### src/inc/usd_params.svh
`ifndef USD_PARAMS_SVH
`define USD_PARAMS_SVH
`define USD_CLK_HZ 40000000
`define USD_IDLE_TIMEOUT_US 3000
`define USD_RESET_MIN_US 100
`define USD_RESET_MAX_US 875
`define USD_CHIRP_US 1000
`define USD_IDLE_CYC ((`USD_IDLE_TIMEOUT_US * 40) / 1)
`define USD_RESET_MIN_CYC (`USD_RESET_MIN_US * (`USD_CLK_HZ / 1000000))
`define USD_CHIRP_CYC (`USD_CHIRP_US * (`USD_CLK_HZ / 1000000))
`define USD_PULLUP_RST 1'b0
`define USD_UNLOCK_CODE 16'hAA37
`endif

### src/inc/usd_pkg.sv
package usd_pkg;
    typedef enum logic [2:0] {
        USD_FS,
        USD_CHIRP,
        USD_HS,
        USD_REVERT,
        USD_SUSPEND
    } usd_state_t;
endpackage

### src/core/usd_link.sv
`timescale 1ns/1ps
`default_nettype none
`include "usd_params.svh"

// Contract
// After attach, run at full speed until the host drives a bus reset.
// During bus reset send chirp; host handshake moves device to high speed.
// In high speed, 3 ms without bus activity reverts to full speed.
// After reversion, SE0 held 100 to 875 us restarts the chirp handshake.
// No SE0 after reversion: stay full speed and treat bus as suspended.
// The serial engine handles the protocol layer wholly in hardware.
// D+ pull-up is routed only while pullup_connect is set.
// Hardware reset clears pullup_connect, disconnecting the pull-up.
// A USB bus reset leaves pullup_connect unchanged.
// Firmware keeps pullup_connect low while bus power is absent.
// After resume, register writes are blocked until the unlock code arrives.
// The high-speed idle timer restarts on every bus activity.
module usd_link
    import usd_pkg::*;
#(
    parameter int IDLE_CYC = `USD_IDLE_CYC,
    parameter int RESET_MIN_CYC = `USD_RESET_MIN_CYC,
    parameter int CHIRP_CYC = `USD_CHIRP_CYC
) (
    input wire logic clk,
    input wire logic rstn,
    input wire logic line_se0,
    input wire logic line_j_idle,
    input wire logic bus_activity,
    input wire logic host_chirp_kj,
    input wire logic resume_seen,
    input wire logic pullup_connect_wr,
    input wire logic pullup_connect_val,
    input wire logic reg_wr_req,
    input wire logic unlock_wr,
    input wire logic [15:0] unlock_data,
    output logic pullup_resistor_pin,
    output logic hs_mode,
    output logic chirp_drive,
    output logic suspended,
    output logic reg_wr_en,
    output logic write_locked
);
    localparam int CW = 20;

    usd_state_t st_q, st_d;
    logic [CW-1:0] cnt_q, cnt_d;
    logic pc_q, pc_d;
    logic lock_q, lock_d;
    logic wen_d;

    // Saturating increment used by the speed timer.
    function automatic logic [CW-1:0] inc_sat(input logic [CW-1:0] v);
        inc_sat = (v == {CW{1'b1}}) ? v : v + 20'h00001;
    endfunction

    // Speed state machine; the serial engine below this block does the packet work.
    always_comb begin
        st_d = st_q;
        cnt_d = inc_sat(cnt_q);
        unique case (st_q)
            USD_FS: begin
                // Full speed until SE0 lasts long enough to be a bus reset.
                if (!line_se0) begin
                    cnt_d = '0;
                end else if (cnt_q >= CW'(RESET_MIN_CYC - 1)) begin
                    st_d = USD_CHIRP;
                    cnt_d = '0;
                end
            end
            USD_CHIRP: begin
                if (host_chirp_kj) begin
                    st_d = USD_HS;
                    cnt_d = '0;
                end else if (cnt_q >= CW'(CHIRP_CYC - 1)) begin
                    st_d = USD_FS;
                    cnt_d = '0;
                end
            end
            USD_HS: begin
                // Packet decoding lives in the serial engine; only its activity flag is seen here.
                if (bus_activity) begin
                    cnt_d = '0;
                end else if (cnt_q >= CW'(IDLE_CYC - 1)) begin
                    st_d = USD_REVERT;
                    cnt_d = '0;
                end
            end
            USD_REVERT: begin
                if (!line_se0) begin
                    st_d = USD_SUSPEND;
                    cnt_d = '0;
                end else if (cnt_q >= CW'(RESET_MIN_CYC - 1)) begin
                    st_d = USD_CHIRP;
                    cnt_d = '0;
                end
            end
            USD_SUSPEND: begin
                if (line_se0) begin
                    st_d = USD_FS;
                    cnt_d = '0;
                end else if (resume_seen || !line_j_idle) begin
                    st_d = USD_FS;
                    cnt_d = '0;
                end
            end
        endcase
    end

    always_ff @(posedge clk or negedge rstn) begin
        if (!rstn) begin
            st_q <= USD_FS;
            cnt_q <= '0;
        end else begin
            st_q <= st_d;
            cnt_q <= cnt_d;
        end
    end

    // Pull-up control and write lock; bus reset does not touch the pull-up bit.
    always_comb begin
        pc_d = pc_q;
        if (pullup_connect_wr && !lock_q) begin
            pc_d = pullup_connect_val;
        end
        lock_d = lock_q;
        if (unlock_wr && unlock_data == `USD_UNLOCK_CODE) begin
            lock_d = 1'b0;
        end
        if (st_q == USD_SUSPEND && st_d == USD_FS && resume_seen) begin
            lock_d = 1'b1;
        end
        wen_d = reg_wr_req && !lock_q;
    end

    always_ff @(posedge clk or negedge rstn) begin
        if (!rstn) begin
            pc_q <= `USD_PULLUP_RST;
            lock_q <= 1'b0;
            pullup_resistor_pin <= 1'b0;
            hs_mode <= 1'b0;
            chirp_drive <= 1'b0;
            suspended <= 1'b0;
            reg_wr_en <= 1'b0;
            write_locked <= 1'b0;
        end else begin
            pc_q <= pc_d;
            lock_q <= lock_d;
            pullup_resistor_pin <= pc_d;
            hs_mode <= (st_d == USD_HS);
            chirp_drive <= (st_d == USD_CHIRP);
            suspended <= (st_d == USD_SUSPEND);
            reg_wr_en <= wen_d;
            write_locked <= lock_d;
        end
    end

    // Checks tying outputs to their causes.
    a_pullup_follows: assert property (@(posedge clk) disable iff (!rstn)
        pullup_resistor_pin == pc_q) else $error("pull-up pin differs from control bit");
    a_reset_pullup: assert property (@(posedge clk)
        !rstn |-> !pc_q) else $error("pull-up bit set during reset");
    a_hs_idle_revert: assert property (@(posedge clk) disable iff (!rstn)
        (st_q == USD_HS && cnt_q == CW'(IDLE_CYC - 1) && !bus_activity)
        |=> st_q == USD_REVERT) else $error("no reversion after idle timeout");
    a_activity_reload: assert property (@(posedge clk) disable iff (!rstn)
        (st_q == USD_HS && bus_activity) |=> cnt_q == '0 || st_q != USD_HS)
        else $error("idle timer not restarted by activity");
    a_se0_rechirp: assert property (@(posedge clk) disable iff (!rstn)
        (st_q == USD_REVERT && line_se0 && cnt_q == CW'(RESET_MIN_CYC - 1))
        |=> chirp_drive) else $error("no chirp after SE0 window");
    a_no_se0_suspend: assert property (@(posedge clk) disable iff (!rstn)
        (st_q == USD_REVERT && !line_se0) |=> suspended)
        else $error("idle bus not treated as suspend");
    a_chirp_to_hs: assert property (@(posedge clk) disable iff (!rstn)
        (st_q == USD_CHIRP && host_chirp_kj) |=> hs_mode && !chirp_drive)
        else $error("handshake did not select high speed");
    a_fs_until_reset: assert property (@(posedge clk) disable iff (!rstn)
        (st_q == USD_FS && !line_se0) |=> !hs_mode && !chirp_drive)
        else $error("left full speed without bus reset");
    a_locked_blocks: assert property (@(posedge clk) disable iff (!rstn)
        (lock_q && reg_wr_req) |=> !reg_wr_en) else $error("write passed while locked");
    a_bus_reset_keep: assert property (@(posedge clk) disable iff (!rstn)
        (line_se0 && !pullup_connect_wr) |=> $stable(pc_q))
        else $error("bus reset changed pull-up bit");

    // A short SE0 in full speed must not start the chirp early.
    a_fs_short_se0: assert property (@(posedge clk) disable iff (!rstn)
        (st_q == USD_FS && line_se0 && cnt_q < CW'(RESET_MIN_CYC - 1))
        |=> !chirp_drive && !hs_mode) else $error("chirp before reset window");

    // An unanswered chirp gives up and stays at full speed.
    a_chirp_timeout: assert property (@(posedge clk) disable iff (!rstn)
        (st_q == USD_CHIRP && !host_chirp_kj && cnt_q == CW'(CHIRP_CYC - 1))
        |=> !chirp_drive && !hs_mode) else $error("chirp did not fall back");

    // High speed is kept while the idle timer has not run out.
    a_hs_holds: assert property (@(posedge clk) disable iff (!rstn)
        (st_q == USD_HS && !bus_activity && cnt_q < CW'(IDLE_CYC - 1))
        |=> hs_mode) else $error("left high speed too early");

    // A quiet idle bus keeps the block in suspend.
    a_suspend_holds: assert property (@(posedge clk) disable iff (!rstn)
        (st_q == USD_SUSPEND && !line_se0 && line_j_idle && !resume_seen)
        |=> suspended) else $error("suspend left without cause");

    // Waking by resume must lock register writes.
    a_resume_locks: assert property (@(posedge clk) disable iff (!rstn)
        (st_q == USD_SUSPEND && resume_seen) |=> write_locked)
        else $error("resume did not lock writes");

    // The right code releases the lock when no resume competes.
    a_unlock_clears: assert property (@(posedge clk) disable iff (!rstn)
        (unlock_wr && unlock_data == `USD_UNLOCK_CODE && !resume_seen)
        |=> !write_locked) else $error("unlock code ignored");

    // Pull-up writes are dropped while locked.
    a_locked_pullup: assert property (@(posedge clk) disable iff (!rstn)
        (lock_q && pullup_connect_wr) |=> $stable(pc_q))
        else $error("pull-up written while locked");

    // An unlocked write request passes on the next cycle.
    a_open_writes: assert property (@(posedge clk) disable iff (!rstn)
        (!lock_q && reg_wr_req) |=> reg_wr_en)
        else $error("write blocked while unlocked");
endmodule
`default_nettype wire

### config.mk
export PLATFORM = sky130hd
export DESIGN_NAME = usd_link
export DESIGN_NICKNAME = d
export VERILOG_FILES = /design/src/inc/usd_pkg.sv /design/src/core/usd_link.sv
export VERILOG_INCLUDE_DIRS = /design/src /design/src/inc
export SDC_FILE = /design/constraint.sdc
export NUM_CORES = 1
export LEC_CHECK = 0
export ABC_AREA = 1
export ABC_CLOCK_PERIOD_IN_PS = 3450
export BUFFER_PORTS_ARGS = -buffer_cell sky130_fd_sc_hd__buf_2
export CAP_MARGIN = 20
export CORE_MARGIN = 3
export CORE_UTILIZATION = 60
export CTS_CLUSTER_DIAMETER = 30
export CTS_CLUSTER_SIZE = 24
export DETAILED_ROUTE_END_ITERATION = 8
export PLACE_DENSITY = 0.85
export SLEW_MARGIN = 25
export SYNTH_ARGS = -nofsm -noshare
export SYNTH_HDL_FRONTEND = slang
export SYNTH_SLANG_ARGS = --single-unit
### constraint.sdc
create_clock -name clk -period 3.45 [get_ports clk]
set_input_delay 0.345 -clock clk [delete_from_list [all_inputs] [get_ports clk]]
set_output_delay 0.345 -clock clk [all_outputs]
set_load 0.02 [all_outputs]
After elaboration in Yosys (flattened, before gate mapping)

Index checks and enable logic that the tools add are counted.
W data, S select, Z words.

Flip-flop bits (word level): 29
Latch bits: 0
Bits in writable memories: 0
Bits in read-only memories: 0
Input bits: 27
Output and inout port bits: 6
Word-level logic and storage cells: 55
Memories kept: 0

Add/subtract/negate cells: 1
$mul: 0
Div/mod/pow operators: 0
$lt $le $gt $ge: 3
Eq/ne operators: 9
Shifts and indexed selects: 0
Multiplexer cells: 22
Bitwise operators: 0
Reductions and logical operators: 12

Operators by type and width:

| cell                    | count |
|---|---|
| $mux W20                | 9 |
| $pmux W20 S4            | 1 |
| $mux W3                 | 9 |
| $add A20 B1 Y20 const B | 1 |
| $eq A20 B20 Y1 const B  | 1 |
| $ge A20 B12 Y1 const B  | 1 |
| $ge A20 B16 Y1 const B  | 1 |
| $ge A20 B17 Y1 const B  | 1 |
| $eq A16 B16 Y1 const B  | 1 |
| $pmux W3 S5             | 1 |
| $eq A3 B2 Y1 const B    | 3 |
| $eq A3 B1 Y1 const B    | 2 |
| $eq A3 B3 Y1 const B    | 2 |
| $logic_not A3 Y1        | 2 |
| $logic_and A1 B1 Y1     | 5 |
| $logic_not A1 Y1        | 2 |
| $mux W1                 | 2 |
| $reduce_bool A2 Y1      | 1 |
| $reduce_or A2 Y1        | 1 |
| $logic_or A1 B1 Y1      | 1 |

Logic depth before layout (Yosys ltp)

Depth after elaboration: 9
Gate-level depth with buffers: 11
Mapped depth without buffers: 11

Least setup slack after synthesis

OpenSTA, ideal clock, no wires.

Path kind: flip-flop to flip-flop
Start: reg cnt_q[0]
End: reg cnt_q[5]
Library setup time: 0.123 ns
Arrival: 1.348 ns
Required time: 3.327 ns
Slack: 1.979 ns
Cell stages (with the launch flop): 12
Buffers on the path: 1
Clock period less this slack: 1.471 ns
Cells stage by stage: dfrtp_1 ha_1 nand3_1 nor2_4 nand2_1 nand2_1 nand2_1 nand2_1 nand2_1 nand2_1 buf_4 a21oi_1

Cells in the longest elaborated chain, start to end: 5
Elaborated cells between the ends (all ways): 15
Those cells by class: add/sub: 1; order compare: 3; eq/ne: 1; mux: 10

RTL lines:

| what                                              | RTL line        | source |
|---|---|---|
| start, declared                                   | usd_link.sv:47  | `logic [CW-1:0] cnt_q, cnt_d;` |
| start signal, assigned                            | usd_link.sv:116 | `cnt_q <= cnt_d;` |
| $add A20 B1 Y20 or $eq A20 B20 Y1 (tied branches) | usd_link.sv:54  | `inc_sat = (v == {CW{1'b1}}) ? v : v + 20'h00001;` |
| $mux W20                                          | usd_link.sv:54  |  |
| $mux W20 (on tied branches) (2 in a row)          | -               |  |
| $pmux W20 S4 *                                    | usd_link.sv:61  | `unique case (st_q)` |
| net cnt_d[5]                                      | usd_link.sv:47  |  |

The timed path passes the listed nets; every way through them passes the cells marked *.
A chain may end at the register's enable or synchronous reset.

Worst setup path after layout

Start: reg cnt_q[1]
End: reg cnt_q[13]

Same word-level chain as after synthesis.

==> qor.csv <==
stage,metric,value,unit
run_status,outcome,completed,
final_layout,num-fill-cells,238,
place,dp.cells,335,
global_route,grt_pass1_wl,7196,um
run,max_cap_viol_count,0,
synth,synth_area_leaders,"dfrtp_1, nand2_1, nor2_1, nand3_1, inv_1",
synth,synth_common_cells,"nand2_1, nor2_1, inv_1",
sta,tns,0,ns
place,hpwl,3466,um
critical_path,crit_path_start_kind,flop,
synth,yosys.cell_count.top_type,nand2_1,
detailed_routing,vias,1876,
floorplanning,start_util,66.01,%
pwr,power_density,414.6,nW/um2
detailed_routing,via_per_inst,5.469,
pwr,net-switching-power,363.5,uW
cts,insertion_delay,0.34,ns
final_layout,drive_gt1_share,19.93,%
cts,clockBufferDepth,2,
final_layout,fin_nets,328,
pwr,switching_share,40.67,%
cts,ctsHtreeMaxLevel,2,
place,routabilityCongestion,0.9605,
detailed_routing,drt_iter0_drc,182,
cts,cts_resized,0,
sta,rsz0062_at_grt,no,
detailed_routing,detailroute.wirelength.met3,372,um
global_route,gr-usage-all-layers,23.00,%
floorplanning,row_count,19,
pwr,p_leak,0.001064,uW
sta,setup_viol,0,
detailed_routing,met1_length,2006,um
synth,synth.distinct_cells,29,
critical_path,end_kind,flop,
sta,worstMarginPinSlew,0.6987,ns
synth,yosysSeqAreaShare,37.91,%
synth,synthesis.nets,292,
floorplanning,pin_count,33,
sta,post-route-period-util,59.46,%
synth,yosys_warnings,0,
final_layout,syn_to_final_growth,12.61,%
synth,ys_async_sr_fraction,100.0,%
critical_path,cp.arrival,2.24,ns
synth,synthCells,264,
cts,cts_buffers,5,
hold_path,hp-class,in2async,
detailed_routing,routed_wl,4412,um
sta,final_max_slew_viol_count,0,
critical_path,crit_fanout,20,
detailed_routing,drcViolationCount,0,
floorplanning,dieWidth,62.49,um
sta,finalClockSkew,0.01046,ns
pwr,comb_power_share,33.2,%
final_layout,antenna_cells,0,
sta,final-hold-violation-count,0,
cts,cts_setup_buffers,0,
pwr,irDropWorstVdd,0.0002397,V
detailed_routing,top_layer,met4,
pwr,intPower,530.3,uW
floorplanning,die_y,62.49,um
floorplanning,die_area,3904,um2
synth,synth_edf_count,0,
cts,clk_pin_slew,0.10,ns
cts,postCtsHoldBufs,0,
cts,root_buffer,clkbuf_4,
final_layout,fin_cells,343,
synth,synth_seq_cells,29,
detailed_routing,post_drt_wl_per_cell,12.86,um
pwr,total_power,893.8,uW
detailed_routing,dr.pass1.iters,6,
synth,synth_top_flop_cell,dfrtp_1,
sta,fmax,487.5,MHz
synth,synth_top_area_share,37.91,%
pwr,pwr-share-seq,44.6,%
global_route,grt_overflow,0,
synth,syn_area,1914,um2
synth,yosys.area.top_type,dfrtp_1,
critical_path,required,3.64,ns
detailed_routing,ant_nets,0,
sta,slew_headroom,53.31,%
floorplanning,core-area,2900,um2
global_route,antenna_found_initial,0,
detailed_routing,dr_wl_met2,1975,um
global_route,grt_pass1_vias,1658,
pwr,pwr-share-clk,22.2,%
sta,layout_min_cycle_time,2.051,ns
global_route,grt_max_degree,30,
synth,avgSynthCellArea,7.251,um2
critical_path,crit_type,reg2reg,
cts,cts_sinks,29,
place,io_buffers,32,
cts,cts_tree,done,
## power groups by stage
stage / clock network (uW) / logic (uW) / registers, uW
detailed placement: 0 / 294 / 403
floorplan: 0 / 251 / 398
finish: 199 / 297 / 398
CTS: 200 / 294 / 397
global route: 218 / 333 / 403
global placement: 0 / 291 / 402
## final timing paths
| check | start | endpoint | slack (ns) | cells past startpoint |
|---|---|---|---|---|
| setup / recovery | cnt_q[1]$_DFF_PN0_ | cnt_q[13]$_DFF_PN0_ | 1.40 | 8 |
| hold / removal | rstn | cnt_q[6]$_DFF_PN0_ | 0.01 | 1 |
| setup reg to reg | cnt_q[1]$_DFF_PN0_ | cnt_q[13]$_DFF_PN0_ | 1.40 | 8 |
| hold reg to reg | lock_q$_DFFE_PN0P_ | reg_wr_en$_DFF_PN0_ | 0.47 | 1 |
| max in group asynchronous | rstn | pc_q$_DFFE_PN0P_ | 3.02 | 1 |
| min in group clk | pullup_connect_wr | pc_q$_DFFE_PN0P_ | 0.20 | 2 |
## sequential cells by signal, summed over array words and instances, names as in the netlist
name / count
suspended: 1
hs_mode: 1
chirp_drive: 1
reg_wr_en: 1
st_q: 3
pc_q: 1
lock_q: 1
cnt_q: 20
## kinds of logic (layout without fill, tap and decap cells)
kind of cell / count (synthesis) / count (layout) / share of synthesized area (%)
AO/OA/AOI/OAI: 33 / 33 / 9.477
XOR/XNOR: 12 / 12 / 5.490
adder cells (fa/ha/maj): 1 / 1 / 0.6535
buffers and inverters: 38 / 75 / 8.039
flip-flops: 29 / 29 / 37.91
AND/OR/NAND/NOR: 151 / 151 / 38.43
## routing by layer
metal | vias to the layer above | GRT usage (%)
li1 | 938 | -
met3 | 9 | 5.755
met1 | 844 | 31.03
met5 | - | 0
met2 | 85 | 35.55
met4 | 0 | 8.815
## cells in the final DEF, fill, tap and decap left out, drive strengths merged, types with 6 or more instances in the layout
cell type / count
dfrtp: 29
nor3: 13
xor2: 11
nor2: 41
nand2: 58
inv: 35
nand4: 9
buf: 32
clkbuf: 6
nand3: 24
a21oi: 21
## critical path: stages (launching register included)
cell and delay, ns:
dfrtp_1 0.42, ha_1 0.20, nand3_1 0.17, o21ai_0 0.21, nand2_1 0.11, nand4_1 0.09, nand3_1 0.07, nand2_1 0.52
nor2_1 0.12
## area by class of cell
class	instances	area, um2	share of cell area [%]
Inverter	35	131.4	6.094
Clock inverter	2	10.01	0.4643
Timing Repair Buffer	32	160.2	7.429
Multi-Input combinational cell	197	1035	48.00
Clock buffer	6	41.29	1.915
Sequential cell	29	725.7	33.66
Tap cell	42	52.55	2.438
## through the flow
stage          instance area, um2  util, %  hold slack [ns]  setup slack, ns
3_5_place_dp                 2105    72.56           0.4008            1.433
4_1_cts                      2156    74.33          0.03477            1.412
2_1_floorplan                1914        -          0.04941            1.979
6_report                     2156    74.33          0.01207            1.399
5_1_grt                      2156    74.33          0.04652            1.214
3_3_place_gp                 2105    72.56           0.3877            1.503
No activity file was read; power rests on OpenSTA's default activity.
